`src/core/rxfl_pkg.sv`:
```
// Package: register map, field positions and timing constants for the receive latch bank
package rxfl_pkg;
    localparam logic [7:0] RXFL_TAP_CTRL_OFF = 8'h8A;
    localparam logic [7:0] RXFL_TAP_SUPP_OFF = 8'h8B;
    localparam logic [7:0] RXFL_HDLC_SUPP_OFF = 8'h8D;
    localparam logic [7:0] RXFL_ALARM_OFF = 8'h90;
    localparam logic [7:0] RXFL_FRAMING_OFF = 8'h91;
    localparam logic [7:0] RXFL_LOOP_OFF = 8'h92;
    localparam logic [7:0] RXFL_MODE_OFF = 8'h9F;
    localparam logic [7:0] RXFL_RESET_VAL = 8'h00;
    localparam int RXFL_TAP_SRC_BIT = 2;
    localparam int RXFL_TAP_UNFR_BIT = 1;
    localparam int RXFL_TAP_EN_BIT = 0;
    localparam int RXFL_MODE_E1_BIT = 0;
    localparam int RXFL_MODE_CRC4_BIT = 1;
    localparam int RXFL_MODE_SA_BIT = 2;
    localparam int RXFL_MODE_ES_BIT = 3;
    localparam logic [7:0] RXFL_LOS_ZEROS = 8'hC0;
    localparam logic [4:0] RXFL_ZRUN_SHORT = 5'h08;
    localparam logic [4:0] RXFL_ZRUN_LONG = 5'h10;
    localparam logic [2:0] RXFL_SEF_WINDOW = 3'h6;
    localparam logic [1:0] RXFL_SEF_LIMIT = 2'h2;
    localparam logic [9:0] RXFL_CRC_WINDOW = 10'h3E8;
    localparam logic [9:0] RXFL_CRC_LIMIT = 10'h393;
    localparam logic [1:0] RXFL_CAS_LIMIT = 2'h2;
    localparam logic [1:0] RXFL_FAS_LIMIT = 2'h3;
    localparam logic [4:0] RXFL_TS16_FRAMES = 5'h10;
    localparam int RXFL_CLK_MHZ = 200;
    localparam int RXFL_CMF_PERIOD_US = 2000;
    localparam int RXFL_CMF_CYCLES = RXFL_CMF_PERIOD_US * RXFL_CLK_MHZ;
    localparam int RXFL_AF_PERIOD_US = 250;
    localparam int RXFL_AF_CYCLES = RXFL_AF_PERIOD_US * RXFL_CLK_MHZ;

    typedef struct packed {
        logic remoteAlarm;
        logic allOnesAlarm;
        logic signalLoss;
        logic frameLoss;
    } rxfl_cond_t;

    typedef struct packed {
        logic frameStart;
        logic framingBitSlot;
        logic framingBitError;
        logic resyncDone;
        logic alignChanged;
        logic b8zsCodeword;
        logic crcWordDone;
        logic crcWordError;
        logic mfWordDone;
        logic mfWordError;
        logic fasWordDone;
        logic fasWordError;
        logic ts16Valid;
        logic [7:0] ts16Byte;
        logic mfBoundary;
        logic crcMfBoundary;
    } rxfl_frame_t;
endpackage : rxfl_pkg

```
`src/core/rxfl_latch_bank.sv`:
```
// Receive framer latched status bank with test and HDLC tap suppress masks
//
// Summary of operation
// - Tap source bit 0 takes framer data; 1 takes transmit data.
// - In T1, unframed select 1 lets tap clock the framing bit.
// - Tap is active only while its enable bit is one.
// - Test tap suppress mask bits exclude matching channel bits; reset zero.
// - HDLC mask excludes channel bits; Sa mode bits 4..0 suppress Sa4..Sa8.
// - All alarm status flags latch and may request interrupts.
// - Upper alarm flags latch falling edges, lower flags rising edges.
// - All-ones alarm asserts on unframed all-ones line pattern.
// - Loss of signal asserts after 192 consecutive zeros.
// - T1 framing event register latches but never requests interrupts.
// - Alignment change event latches when resync changes alignment.
// - T1 latches runs of at least eight and sixteen zeros.
// - T1 latches B8ZS codeword event regardless of decoding mode.
// - T1 latches framing bit error for each errored framing bit.
// - E1 event register latches all; only bits 0..3 request interrupts.
// - E1 CRC resync event when 915 of 1000 codewords err.
// - E1 signaling resync event after two errored multiframe words.
// - E1 frame resync event after three errored alignment words.
// - E1 timeslot 16 all-ones and all-zeros events.
// - E1 CRC multiframe event each boundary, or every 2 ms without CRC-4.
// - E1 align frame event about every 250 us.
//
// The plain strobed port was chosen for this implementation.
`timescale 1ns/10ps
`default_nettype none
module rxfl_latch_bank
    import rxfl_pkg::*;
#(
    parameter int CMF_CYCLES = RXFL_CMF_CYCLES,
    parameter int AF_CYCLES = RXFL_AF_CYCLES
) (
    input wire logic mclk,
    input wire logic resetn,
    input wire logic [7:0] regAddr,
    input wire logic [7:0] regWrData,
    input wire logic regWrStb,
    input wire logic regRdStb,
    output logic [7:0] regRdData,
    input wire logic lineBitValid,
    input wire logic lineBit,
    input wire logic remoteAlarmCondition,
    input wire logic frameLossCondition,
    input wire rxfl_frame_t frameInfo,
    input wire logic framerBitValid,
    input wire logic framerBit,
    input wire logic txBitValid,
    input wire logic txBit,
    input wire logic [2:0] channelBitIndex,
    input wire logic hdlcBitValid,
    input wire logic hdlcBit,
    input wire logic [2:0] hdlcBitIndex,
    input wire logic hdlcSaSlot,
    output logic tapBitValid,
    output logic tapBit,
    output logic hdlcTapValid,
    output logic hdlcTapBit,
    output logic alarmIrq,
    output rxfl_cond_t alarmConditions
);
    logic [2:0] tapCtrl_reg;
    logic [7:0] tapSupp_reg;
    logic [7:0] hdlcSupp_reg;
    logic [3:0] mode_reg;
    logic [7:0] alarm_reg;
    logic [7:0] framing_reg;
    logic [7:0] framing_next;
    rxfl_cond_t cond_reg;
    rxfl_cond_t condPrev_reg;
    logic [7:0] zeroRun_reg;
    logic [7:0] onesRun_reg;
    logic [4:0] zrun_reg;
    logic [2:0] sefCnt_reg;
    logic [1:0] sefErr_reg;
    logic [9:0] crcCnt_reg;
    logic [9:0] crcErr_reg;
    logic [1:0] casErr_reg;
    logic [1:0] fasErr_reg;
    logic [4:0] ts16Frames_reg;
    logic [5:0] ts16Zeros_reg;
    logic ts16MfZero_reg;
    logic [31:0] cmfTimer_reg;
    logic [31:0] afTimer_reg;
    logic isE1;
    logic wrHit;
    logic [3:0] zerosInByte;

    assign isE1 = mode_reg[RXFL_MODE_E1_BIT];

    function automatic logic wr1c(input logic [7:0] a);
        wr1c = regWrStb && (regAddr == a);
    endfunction : wr1c

    function automatic logic [3:0] countZeros(input logic [7:0] b);
        logic [3:0] n;
        n = 4'h0;
        for (int i = 0; i < 8; i++) begin
            n = n + {3'h0, ~b[i]};
        end
        countZeros = n;
    endfunction : countZeros

    assign zerosInByte = countZeros(frameInfo.ts16Byte);
    assign wrHit = regWrStb;

    // Control registers
    always_ff @(posedge mclk or negedge resetn) begin
        if (!resetn) begin
            tapCtrl_reg <= 3'h0;
            tapSupp_reg <= RXFL_RESET_VAL;
            hdlcSupp_reg <= RXFL_RESET_VAL;
            mode_reg <= 4'h0;
        end else if (wrHit) begin
            case (regAddr)
                RXFL_TAP_CTRL_OFF: tapCtrl_reg <= regWrData[2:0];
                RXFL_TAP_SUPP_OFF: tapSupp_reg <= regWrData;
                RXFL_HDLC_SUPP_OFF: hdlcSupp_reg <= regWrData;
                RXFL_MODE_OFF: mode_reg <= regWrData[3:0];
                default: ;
            endcase
        end
    end

    // Read port: data stands the cycle after the strobe only
    always_ff @(posedge mclk or negedge resetn) begin
        if (!resetn) begin
            regRdData <= 8'h00;
        end else if (regRdStb) begin
            case (regAddr)
                RXFL_TAP_CTRL_OFF: regRdData <= {5'h00, tapCtrl_reg};
                RXFL_TAP_SUPP_OFF: regRdData <= tapSupp_reg;
                RXFL_HDLC_SUPP_OFF: regRdData <= hdlcSupp_reg;
                RXFL_ALARM_OFF: regRdData <= alarm_reg;
                RXFL_FRAMING_OFF: regRdData <= framing_reg;
                RXFL_MODE_OFF: regRdData <= {4'h0, mode_reg};
                default: regRdData <= 8'h00;
            endcase
        end else begin
            regRdData <= 8'h00;
        end
    end

    // Line condition detectors
    always_ff @(posedge mclk or negedge resetn) begin
        if (!resetn) begin
            zeroRun_reg <= 8'h00;
            onesRun_reg <= 8'h00;
        end else if (lineBitValid) begin
            zeroRun_reg <= lineBit ? 8'h00 : (zeroRun_reg == RXFL_LOS_ZEROS ? zeroRun_reg
                                                 : zeroRun_reg + 8'h01);
            onesRun_reg <= !lineBit ? 8'h00 : (onesRun_reg == RXFL_LOS_ZEROS ? onesRun_reg
                                                 : onesRun_reg + 8'h01);
        end
    end

    always_ff @(posedge mclk or negedge resetn) begin
        if (!resetn) begin
            cond_reg <= '0;
            condPrev_reg <= '0;
        end else begin
            cond_reg.remoteAlarm <= remoteAlarmCondition;
            // All ones with no framing found means unframed all-ones
            cond_reg.allOnesAlarm <= frameLossCondition &&
                                     (onesRun_reg == RXFL_LOS_ZEROS);
            cond_reg.signalLoss <= (zeroRun_reg == RXFL_LOS_ZEROS);
            cond_reg.frameLoss <= frameLossCondition;
            condPrev_reg <= cond_reg;
        end
    end
    assign alarmConditions = cond_reg;

    // Alarm latches: edge set wins over host write-one clear
    always_ff @(posedge mclk or negedge resetn) begin
        if (!resetn) begin
            alarm_reg <= RXFL_RESET_VAL;
        end else begin
            alarm_reg <= (alarm_reg & ~(wr1c(RXFL_ALARM_OFF) ? regWrData : 8'h00))
                       | {condPrev_reg & ~cond_reg, cond_reg & ~condPrev_reg};
        end
    end

    // T1/E1 event detectors
    always_ff @(posedge mclk or negedge resetn) begin
        if (!resetn) begin
            zrun_reg <= 5'h00;
        end else if (lineBitValid) begin
            zrun_reg <= lineBit ? 5'h00 : (zrun_reg == RXFL_ZRUN_LONG ? zrun_reg
                                              : zrun_reg + 5'h01);
        end
    end

    always_ff @(posedge mclk or negedge resetn) begin
        if (!resetn) begin
            sefCnt_reg <= 3'h0;
            sefErr_reg <= 2'h0;
            crcCnt_reg <= 10'h000;
            crcErr_reg <= 10'h000;
            casErr_reg <= 2'h0;
            fasErr_reg <= 2'h0;
            ts16Frames_reg <= 5'h00;
            ts16Zeros_reg <= 6'h00;
            ts16MfZero_reg <= 1'b1;
        end else begin
            if (frameInfo.framingBitSlot) begin
                sefCnt_reg <= (sefCnt_reg == RXFL_SEF_WINDOW - 3'h1) ? 3'h0 : sefCnt_reg + 3'h1;
                sefErr_reg <= (sefCnt_reg == RXFL_SEF_WINDOW - 3'h1) ? 2'h0
                            : sefErr_reg + {1'b0, frameInfo.framingBitError &&
                                            sefErr_reg != RXFL_SEF_LIMIT};
            end
            if (frameInfo.crcWordDone) begin
                crcCnt_reg <= (crcCnt_reg == RXFL_CRC_WINDOW - 10'h001) ? 10'h000
                            : crcCnt_reg + 10'h001;
                crcErr_reg <= (crcCnt_reg == RXFL_CRC_WINDOW - 10'h001) ? 10'h000
                            : crcErr_reg + {9'h000, frameInfo.crcWordError};
            end
            if (frameInfo.mfWordDone) begin
                casErr_reg <= !frameInfo.mfWordError ? 2'h0
                            : (casErr_reg == RXFL_CAS_LIMIT ? casErr_reg : casErr_reg + 2'h1);
            end
            if (frameInfo.fasWordDone) begin
                fasErr_reg <= !frameInfo.fasWordError ? 2'h0
                            : (fasErr_reg == RXFL_FAS_LIMIT ? fasErr_reg : fasErr_reg + 2'h1);
            end
            if (frameInfo.ts16Valid) begin
                ts16Frames_reg <= (ts16Frames_reg == RXFL_TS16_FRAMES - 5'h01) ? 5'h00
                                : ts16Frames_reg + 5'h01;
                ts16Zeros_reg <= (ts16Frames_reg == RXFL_TS16_FRAMES - 5'h01) ? 6'h00
                               : ts16Zeros_reg + {2'h0, zerosInByte};
                ts16MfZero_reg <= frameInfo.mfBoundary ? 1'b1
                                : ts16MfZero_reg && (frameInfo.ts16Byte == 8'h00);
            end
        end
    end

    // Free-running timers stand in for the align frame event and for multiframe boundaries absent without CRC-4
    always_ff @(posedge mclk or negedge resetn) begin
        if (!resetn) begin
            cmfTimer_reg <= 32'h0;
            afTimer_reg <= 32'h0;
        end else begin
            cmfTimer_reg <= (cmfTimer_reg == 32'(CMF_CYCLES - 1)) ? 32'h0 : cmfTimer_reg + 32'h1;
            afTimer_reg <= (afTimer_reg == 32'(AF_CYCLES - 1)) ? 32'h0 : afTimer_reg + 32'h1;
        end
    end

    always_comb begin
        framing_next = 8'h00;
        if (!isE1) begin
            framing_next[5] = frameInfo.resyncDone && frameInfo.alignChanged;
            framing_next[4] = lineBitValid && !lineBit &&
                              zrun_reg == RXFL_ZRUN_SHORT - 5'h01;
            framing_next[3] = lineBitValid && !lineBit &&
                              zrun_reg == RXFL_ZRUN_LONG - 5'h01;
            framing_next[2] = frameInfo.framingBitSlot && frameInfo.framingBitError &&
                              sefErr_reg == RXFL_SEF_LIMIT - 2'h1;
            // The codeword needs bipolar violations, so the line decoder flags it
            framing_next[1] = frameInfo.b8zsCodeword;
            framing_next[0] = frameInfo.framingBitSlot && frameInfo.framingBitError;
        end else begin
            framing_next[6] = frameInfo.crcWordDone && frameInfo.crcWordError &&
                              crcErr_reg == RXFL_CRC_LIMIT - 10'h001;
            framing_next[5] = frameInfo.mfWordDone && frameInfo.mfWordError &&
                              casErr_reg == RXFL_CAS_LIMIT - 2'h1;
            framing_next[4] = frameInfo.fasWordDone && frameInfo.fasWordError &&
                              fasErr_reg == RXFL_FAS_LIMIT - 2'h1;
            framing_next[3] = frameInfo.ts16Valid &&
                              ts16Frames_reg == RXFL_TS16_FRAMES - 5'h01 &&
                              (ts16Zeros_reg + {2'h0, zerosInByte}) < 6'h03;
            framing_next[2] = frameInfo.ts16Valid && frameInfo.mfBoundary &&
                              ts16MfZero_reg && frameInfo.ts16Byte == 8'h00;
            framing_next[1] = mode_reg[RXFL_MODE_CRC4_BIT] ? frameInfo.crcMfBoundary
                            : (cmfTimer_reg == 32'h0);
            framing_next[0] = (afTimer_reg == 32'h0);
        end
    end

    always_ff @(posedge mclk or negedge resetn) begin
        if (!resetn) begin
            framing_reg <= RXFL_RESET_VAL;
        end else begin
            framing_reg <= (framing_reg & ~(wr1c(RXFL_FRAMING_OFF) ? regWrData : 8'h00))
                         | framing_next;
        end
    end

    // Interrupt request from latched flags
    always_ff @(posedge mclk or negedge resetn) begin
        if (!resetn) begin
            alarmIrq <= 1'b0;
        end else begin
            alarmIrq <= (|alarm_reg)
                      || (isE1 && |framing_reg[3:0]);
        end
    end

    // Test pattern tap
    always_ff @(posedge mclk or negedge resetn) begin
        if (!resetn) begin
            tapBitValid <= 1'b0;
            tapBit <= 1'b0;
        end else begin
            if (tapCtrl_reg[RXFL_TAP_SRC_BIT]) begin
                tapBitValid <= tapCtrl_reg[RXFL_TAP_EN_BIT] && txBitValid &&
                               !tapSupp_reg[channelBitIndex];
                tapBit <= txBit;
            end else begin
                tapBitValid <= tapCtrl_reg[RXFL_TAP_EN_BIT] && framerBitValid &&
                               (frameInfo.framingBitSlot ?
                                (!isE1 && tapCtrl_reg[RXFL_TAP_UNFR_BIT])
                                : !tapSupp_reg[channelBitIndex]);
                tapBit <= framerBit;
            end
        end
    end

    // HDLC tap: in Sa mode index 0..4 maps Sa4..Sa8 onto mask bits 4..0
    always_ff @(posedge mclk or negedge resetn) begin
        if (!resetn) begin
            hdlcTapValid <= 1'b0;
            hdlcTapBit <= 1'b0;
        end else begin
            hdlcTapValid <= hdlcBitValid &&
                (mode_reg[RXFL_MODE_SA_BIT] && hdlcSaSlot
                    ? (hdlcBitIndex > 3'h4 ? 1'b0 : !hdlcSupp_reg[3'h4 - hdlcBitIndex])
                    : !hdlcSupp_reg[hdlcBitIndex]);
            hdlcTapBit <= hdlcBit;
        end
    end
endmodule : rxfl_latch_bank
`default_nettype wire

```
`config.mk`:
```
export PLATFORM = sky130hd
export DESIGN_NAME = rxfl_latch_bank
export DESIGN_NICKNAME = d
export VERILOG_FILES = /design/src/core/rxfl_pkg.sv /design/src/core/rxfl_latch_bank.sv
export SDC_FILE = /design/constraint.sdc
export NUM_CORES = 1
export LEC_CHECK = 0
export BUFFER_PORTS_ARGS = -buffer_cell sky130_fd_sc_hd__buf_2
export CORE_ASPECT_RATIO = 1.75
export CORE_MARGIN = 5
export CORE_UTILIZATION = 45
export DETAILED_ROUTE_END_ITERATION = 7
export GPL_ROUTABILITY_DRIVEN = 0
export GPL_TIMING_DRIVEN = 0
export SLEW_MARGIN = 10
export SYNTH_ARGS = -nofsm -noshare
export SYNTH_HDL_FRONTEND = slang
export SYNTH_SLANG_ARGS = --single-unit
```
`constraint.sdc`:
```
create_clock -name mclk -period 5 [get_ports mclk]
set_input_delay 0.25 -clock mclk [delete_from_list [all_inputs] [get_ports mclk]]
set_output_delay 0.25 -clock mclk [all_outputs]
set_load 0.005 [all_outputs]
```
==> key figures, run 1 <==
Floorplan
  – Die Span X: 119 um
  – Total core area: around 20000 um2
  – IO Pins: 77
  – Starting Density: 0.459
  – Chip Height: between 200 and 250 um
  – Die ar.: around 24000 um2
  – Num rows: approximately 70

Logic synthesis
  – Syn_nets: around 970
  – Most used flip-flop cell after synthesis: dfrtp_1
  – Synth area leaders: dfrtp_1 (50%), xnor2_1 (4.3%), ha_1 (3.6%), xor2_1 (3.3%), nand2_1 (3.3%)
  – Cells after Synth: between 800 and 900
  – Post-synthesis compound-gate area fraction: 0.0880
  – Post-Synth Adder-Cell Area: 0.0468
  – Area share of the largest cell type after synthesis: 0.495
  – Synth Area in Simple Gates: 0.199
  – Synth area leader: dfrtp_1
  – Largest family of logic cells by synthesized area: simple AND/OR/NAND/NOR gates
  – Syn Area/Cell: between 10 and 15 um2
  – Library cells used by synthesis: 69
  – Sequential area share after synthesis: 0.498
  – Synth Cell Area: approximately 9400 um2
  – Mux cell area share after synthesis: 0.0621
  – Number of flops mapped to enable cells by yosys: 0
  – Share of synthesized registers carrying an async set or reset: 1.00
  – Ys Warns: 0
  – Synth Area in XOR/XNOR: 0.0759
  – Flops & latches, synth: between 150 and 200

STA
  – Final setup vio count: 0
  – Final hold vios: 0
  – Worst setup margin: 1.50 ns
  – RSZ-0062 raised after global routing: false
  – Fmax: between 200 and 300 MHz
  – Post-Route Setup TNS: 0 ns
  – Final period demand of the worst path: between 3 and 4 ns
  – Clock Skew: ~0.014 ns
  – WHS: approximately 0.042 ns
  – Rel. slew slack: 0.293
  – Fin crit share: 0.700
  – Worst-margin pin slew: between 1 and 1.5 ns
  – Pins Over Slew Limit: 0

Critical path
  – Crit start category: flop
  – CP Capture Type: flop
  – Worst EP arrival: 3.82 ns
  – Setup Crit Path Kind: flop to flop
  – WP data required: ~5.3 ns
  – Crit-path most repeated cell: fa_1
  – Ordered list of cells on the worst path: inv_1 -> fa_1 -> inv_1 -> fa_1 -> fa_1 -> fa_1 -> inv_1 -> fa_1 -> nand2b_1 -> nand3_1 -> nor3_1 -> nand2_1 -> o31ai_1
  – CP max stage delay: between 0.5 and 0.6 ns
  – Buf/Inv on CP: 3
  – CP delay by family, top: adder cells
  – Slowest library cell on the worst path: fa_1
  – Worst-path fanout max: 2

Clocking
  – Post-CTS Resized: 0
  – Clock latency on the worst-skew pair: 0.43 ns
  – CTS clock-pin slew for the worst setup and hold paths: ~0.070 ns
  – CTS HTree Levels: 4
  – CTS sink cnt: about 190
  – TritonCTS clock tree: yes
  – CTS Buf Count: 17
  – Root Buffer Master: clkbuf_16
  – Max Root-Sink Buffers: 2

Detailed routing
  – Met3 WL: 519 um
  – Uppermost layer routed: met4
  – Residual DRC: 0
  – M1 wire length: 8710 um
  – Wire length per cell: roughly 17 um
  – 1st-iter DRT viols: roughly 350
  – Final wirelength: 21300 um
  – Met2 wire length: about 11000 um
  – Vias: between 6000 and 7000
  – DRT Pass-1 Iters: 5
  – DRT antenna net count: 0
  – DR vias/cell: between 5 and 6

Finish
  – Share of cells above drive strength 1: 0.142
  – Total of fill cells in the finished design: 1914
  – Non-filler cells, final: between 1000 and 1500
  – Register area: 4660 um2
  – Area of the multi-input gates: roughly 4400 um2
  – Synth-to-layout area growth: 14.7%
  – Final nets: ~1100

Job
  – Max-cap violations: 0

Outcome
  – Status: completed

Power
  – Worst vdd ir: just under 0.0002 V
  – Power Dens Cells: around 360 nW/um2
  – LEAKAGE: about 5 nW
  – Final Power: 3.89 mW

Placed design
  – DP Cell Count: about 1200
  – DP HPWL: between 15000 and 20000 um
  – DP Worst Slack: between 1 and 1.5 ns
  – Port buffer count: 73

GRT
  – Total Routing Usage GR: 0.186
  – Global-route wire length before repair: ~36000 um
  – Antenna violations before repair: 2
  – Pin count of the biggest net entering global routing: 110
  – Grt total ovfl: 0
  – Vias in the first global route: ~7300

Min path
  – Min-Delay Path Class: input port to flop
## cell usage in the layout, fill, tap and decap left out, types with 5 or more instances in the layout
master / count
buf_2: 76
fa_1: 5
nand2_1: 81
nand3_1: 59
nor3_1: 20
a22oi_1: 7
mux2_2: 14
inv_1: 54
nor2b_1: 8
dfrtp_1: 185
mux2_1: 16
and3_1: 20
a21boi_0: 5
clkbuf_16: 17
and4_1: 13
clkbuf_1: 15
o22ai_1: 10
ha_1: 27
nor4_1: 17
or4_1: 6
o21ai_0: 30
mux2i_1: 13
mux4_2: 5
xor2_1: 35
nand2b_1: 5
a22o_1: 8
o2bb2ai_1: 12
nand4_1: 22
o31ai_1: 5
a21oi_1: 13
xnor2_1: 46
nor2_1: 62
## path summary, 6_finish.rpt
| kind | from | depth (start not counted) | slack [ns] | end |
|---|---|---|---|---|
| worst max-delay path | ts16Zeros_reg[0]$_DFFE_PN0P_ | 13 | 1.50 | framing_reg[3]$_DFF_PN0_ |
| worst min-delay path | hdlcBitValid | 2 | 0.04 | hdlcTapValid$_DFF_PN0_ |
| worst max register to register | ts16Zeros_reg[0]$_DFFE_PN0P_ | 13 | 1.50 | framing_reg[3]$_DFF_PN0_ |
| worst min register to register | condPrev_reg[0]$_DFF_PN0_ | 1 | 0.44 | alarm_reg[0]$_DFF_PN0_ |
| max in group asynchronous | resetn | 3 | 3.63 | cmfTimer_reg[7]$_DFF_PN0_ |
| min in group asynchronous | resetn | 2 | 0.37 | crcCnt_reg[2]$_DFFE_PN0P_ |
## area by class of cell
cell class              count  share of cell area
diodes                      2            0.000466
multi-input cells         625               0.412
plain buffers              17             0.00711
flip-flops and latches    186               0.434
inverters                  54              0.0189
well taps                 248              0.0289
clock buffers              24              0.0449
repair buffers             78              0.0413
clock inverters             6              0.0128
## power by group
part	internal (mW)	switching (mW)	leakage [nW]	total [mW]
sequential	1.64	0.139	2.43	1.78
clock	0.875	0.556	0.301	1.43
combinational	0.316	0.357	2.25	0.673
## cells in the mapped netlist (all sizes together) (3+ instances only)
cell type and number:
a21boi 6, a21o 4, a21oi 13, a222oi 4
a22o 8, a22oi 7, a31oi 3, and3 20
and4 13, buf 6, clkbuf 11, dfrtp 185
fa 5, ha 27, inv 54, mux2 30
mux2i 13, mux4 5, nand2 82, nand2b 5
nand3 61, nand4 23, nand4b 4, nor2 62
nor2b 8, nor3 22, nor3b 5, nor4 20
nor4b 5, o211ai 3, o21a 4, o21ai 31
o22ai 10, o2bb2ai 12, o31ai 5, or4 6
xnor2 46, xor2 35
## metal layers
| layer | up-vias | GRT usage |
|---|---|---|
| met2 | 102 | 0.335 |
| met3 | 32 | 0.0304 |
| met4 | 0 | 0.0717 |
| met5 | - | 0 |
| li1 | 3347 | - |
| met1 | 3429 | 0.221 |
## kinds of logic after synthesis
logic type,Yosys count
and+or+nand+nor,344
DFF,186
AOI/OAI and AO/OA,120
xor gates and xnor gates,81
buffers and inverters,71
muxes,48
adders and majority gates,32
## repair_timing
item,4_1_cts,5_1_grt
hold endpoints to repair,80,0
buffers inserted,0,0
hold buffers,4,0
endpoints found under the setup margin,0,0
## stage by stage
| stage | utilization | cell area [um2] |
|---|---|---|
| 2_1_floorplan | - | 9350 |
| 3_3_place_gp | 0.492 | 10000 |
| 3_5_place_dp | 0.494 | 10100 |
| 4_1_cts | 0.526 | 10700 |
| 5_1_grt | 0.527 | 10700 |
| 6_report | 0.527 | 10700 |
No activity file was read; power rests on OpenSTA's default activity.
==> run 2, diff against run 1 <==
==> constraint.sdc (replaced) <==
create_clock -name mclk -period 3.3 [get_ports mclk]
set_input_delay 0.165 -clock mclk [delete_from_list [all_inputs] [get_ports mclk]]
set_output_delay 0.165 -clock mclk [all_outputs]
set_load 0.005 [all_outputs]
==> run 2 against run 1 <==
Net effect: the run now ends with negative setup slack left; critical path type unchanged; routed wire length grew 0.70%; global-route usage grew 0.077 points; largest power group unchanged; maximum frequency grew 2.4%; combinational power grew 63%; core utilization grew 0.56 points; register-to-register slack lost 1.6 ns; first-iteration DRC count grew 5.1%; sequential cell count is the same; final cell count grew 0.65%.
==> key figures, run 2 (synthesis gave the netlist of run 1 again) <==
Critical path
  – WP data required: ~3.6 ns
  – Ordered list of cells on the worst path: inv_2 -> fa_1 -> inv_1 -> fa_1 -> fa_1 -> fa_2 -> inv_2 -> fa_2 -> nand2b_4 -> nand3_2 -> nor3_2 -> nand2_1 -> o31ai_2
  – Worst EP arrival: approximately 3.8 ns
  – Setup Crit Path Kind: flop to flop
  – Crit-path most repeated cell: fa_1
  – CP Capture Type: flop
  – Crit start category: flop
  – Worst-path fanout max: 2
  – Buf/Inv on CP: 3
  – CP max stage delay: 0.53 ns
  – Slowest library cell on the worst path: fa_2
  – CP delay by family, top: adder cells

Detailed routing
  – DRT Pass-1 Iters: 6
  – Vias: 6966
  – 1st-iter DRT viols: 369
  – Residual DRC: 0
  – DR vias/cell: around 5.6
  – Wire length per cell: between 15 and 20 um
  – DRT antenna net count: 0
  – Final wirelength: 21500 um

STA
  – Final period demand of the worst path: ~3.4 ns
  – Rel. slew slack: 0.287
  – Final setup vio count: 1
  – Fmax: 293 MHz
  – RSZ-0062 raised after global routing: true
  – Worst-margin pin slew: around 1.1 ns
  – Worst setup margin: -0.117 ns
  – Final hold vios: 0
  – Clock Skew: 0.0130 ns
  – Pins Over Slew Limit: 0
  – Fin crit share: 1.04

Finish
  – Cell area after layout: 10800 um2
  – Final nets: between 1000 and 1500
  – Most frequent cells in the layout: dfrtp_1 (185), nand2_1 (81), buf_2 (76)
  – Share of cells above drive strength 1: 0.149
  – Commonest non-fill, non-tap cell in the layout: dfrtp_1
  – Final core occ: 0.532
  – Non-filler cells, final: between 1000 and 1500
  – Synth-to-layout area growth: 16.0%
  – Total of fill cells in the finished design: roughly 1900

Clocking
  – TritonCTS clock tree: yes
  – CTS sink cnt: around 190
  – CTS clock-pin slew for the worst setup and hold paths: about 0.070 ns
  – CTS Buf Count: 17
  – Max Root-Sink Buffers: 2
  – Clock latency on the worst-skew pair: 0.43 ns
  – Post-CTS Setup Repair Bufs: 0
  – Root Buffer Master: clkbuf_16
  – CTS HTree Levels: 4

Power
  – Power Dens Cells: 551 nW/um2
  – Switching part of the total: 0.273
  – Clock share of power: 0.364
  – P_sw: roughly 1.6 mW
  – Sequential share of power: 0.453
  – Logic pwr share: 0.183
  – LEAKAGE: 5.03 nW
  – Worst vdd ir: 0.000297 V
  – Internal power: between 4 and 5 mW
  – Final Power: around 6 mW

Placed design
  – Port buffer count: 73
  – DP HPWL: 15600 um
  – DP Cell Count: 1204
  – Dpl cell area: 10100 um2

GRT
  – Pin count of the biggest net entering global routing: 110
  – Antenna violations before repair: 1
  – Total Routing Usage GR: 0.187
  – Grt total ovfl: 0
  – Vias in the first global route: between 7000 and 8000
  – Global-route wire length before repair: 36400 um

Floorplan
  – Die ar.: 23900 um2
  – Chip Height: roughly 200 um
  – Total core area: just over 20000 um2
  – Num rows: approximately 70
  – Starting Density: 0.459
  – Die Span X: roughly 120 um
  – IO Pins: 77

Outcome
  – Status: complete, but fails checks
  – Failing checks: negative setup slack

Job
  – Max-cap violations: 0

Min path
  – Min-Delay Path Class: input port to flop
[run 2: cell types whose count changed in the layout (fill, tap and decap cells not counted), sizes merged]
cell         change
dlygate4sd3      +9
diode            -1
[run 2: path summary, 6_finish.rpt]
check	startpoint	end	slack, ns	depth (start not counted)
max	ts16Zeros_reg[0]$_DFFE_PN0P_	framing_reg[3]$_DFF_PN0_	-0.12	13
min	regWrData[5]	hdlcSupp_reg[5]$_DFFE_PN0P_	0.01	2
max reg2reg	ts16Zeros_reg[0]$_DFFE_PN0P_	framing_reg[3]$_DFF_PN0_	-0.12	13
min reg2reg	condPrev_reg[0]$_DFF_PN0_	alarm_reg[0]$_DFF_PN0_	0.44	1
max in group asynchronous	resetn	ts16Zeros_reg[0]$_DFFE_PN0P_	2.02	3
min in group asynchronous	resetn	crcCnt_reg[4]$_DFFE_PN0P_	0.27	2
[run 2: repair_timing]
action / 4_1_cts / 5_1_grt
hold buffers: 13 / 0
setup endpoints to repair: 3 / 2
resized for setup: 8 / 1
hold endpoints to repair: 91 / 0
pin swaps: 7 / 3
[run 2: metal layers]
layer	track usage	share of wire	up-vias
li1	-	-	3369
met1	0.222	0.41	3447
met2	0.337	0.54	117
met3	0.0302	0.029	33
met4	0.0721	0.029	0
met5	0	0	-
[run 2: cell type report]
cell class / instances / area (um2) / area share
Buffer: 17 / 76.3 / 0.00704
Antenna cell: 1 / 2.50 / 0.000231
Sequential cell: 186 / 4660 / 0.429
Multi-Input combinational cell: 625 / 4440 / 0.410
Inverter: 54 / 203 / 0.0187
Clock inverter: 6 / 138 / 0.0127
Tap cell: 248 / 310 / 0.0286
Clock buffer: 24 / 482 / 0.0444
Timing Repair Buffer: 87 / 533 / 0.0492
[run 2: power groups by stage]
stage	clock network (mW)	registers, mW	logic [mW]
global route	2.32	2.74	1.26
CTS	2.23	2.71	1.12
global placement	0	2.74	1.00
finish	2.17	2.71	1.10
detailed placement	0	2.74	1.04
floorplan	0	2.68	0.750
[run 2: stage by stage]
step,TNS [ns],hold WS (ns),worst slack (ns)
after floorplan,0,-0.131,0.0492
after global placement,-201.48,0.273,-1.11
after detailed placement,-0.311,0.195,-0.267
after CTS,-0.135,0.00148,-0.135
after global routing,-0.277,0.0210,-0.250
final,-0.117,0.0117,-0.117
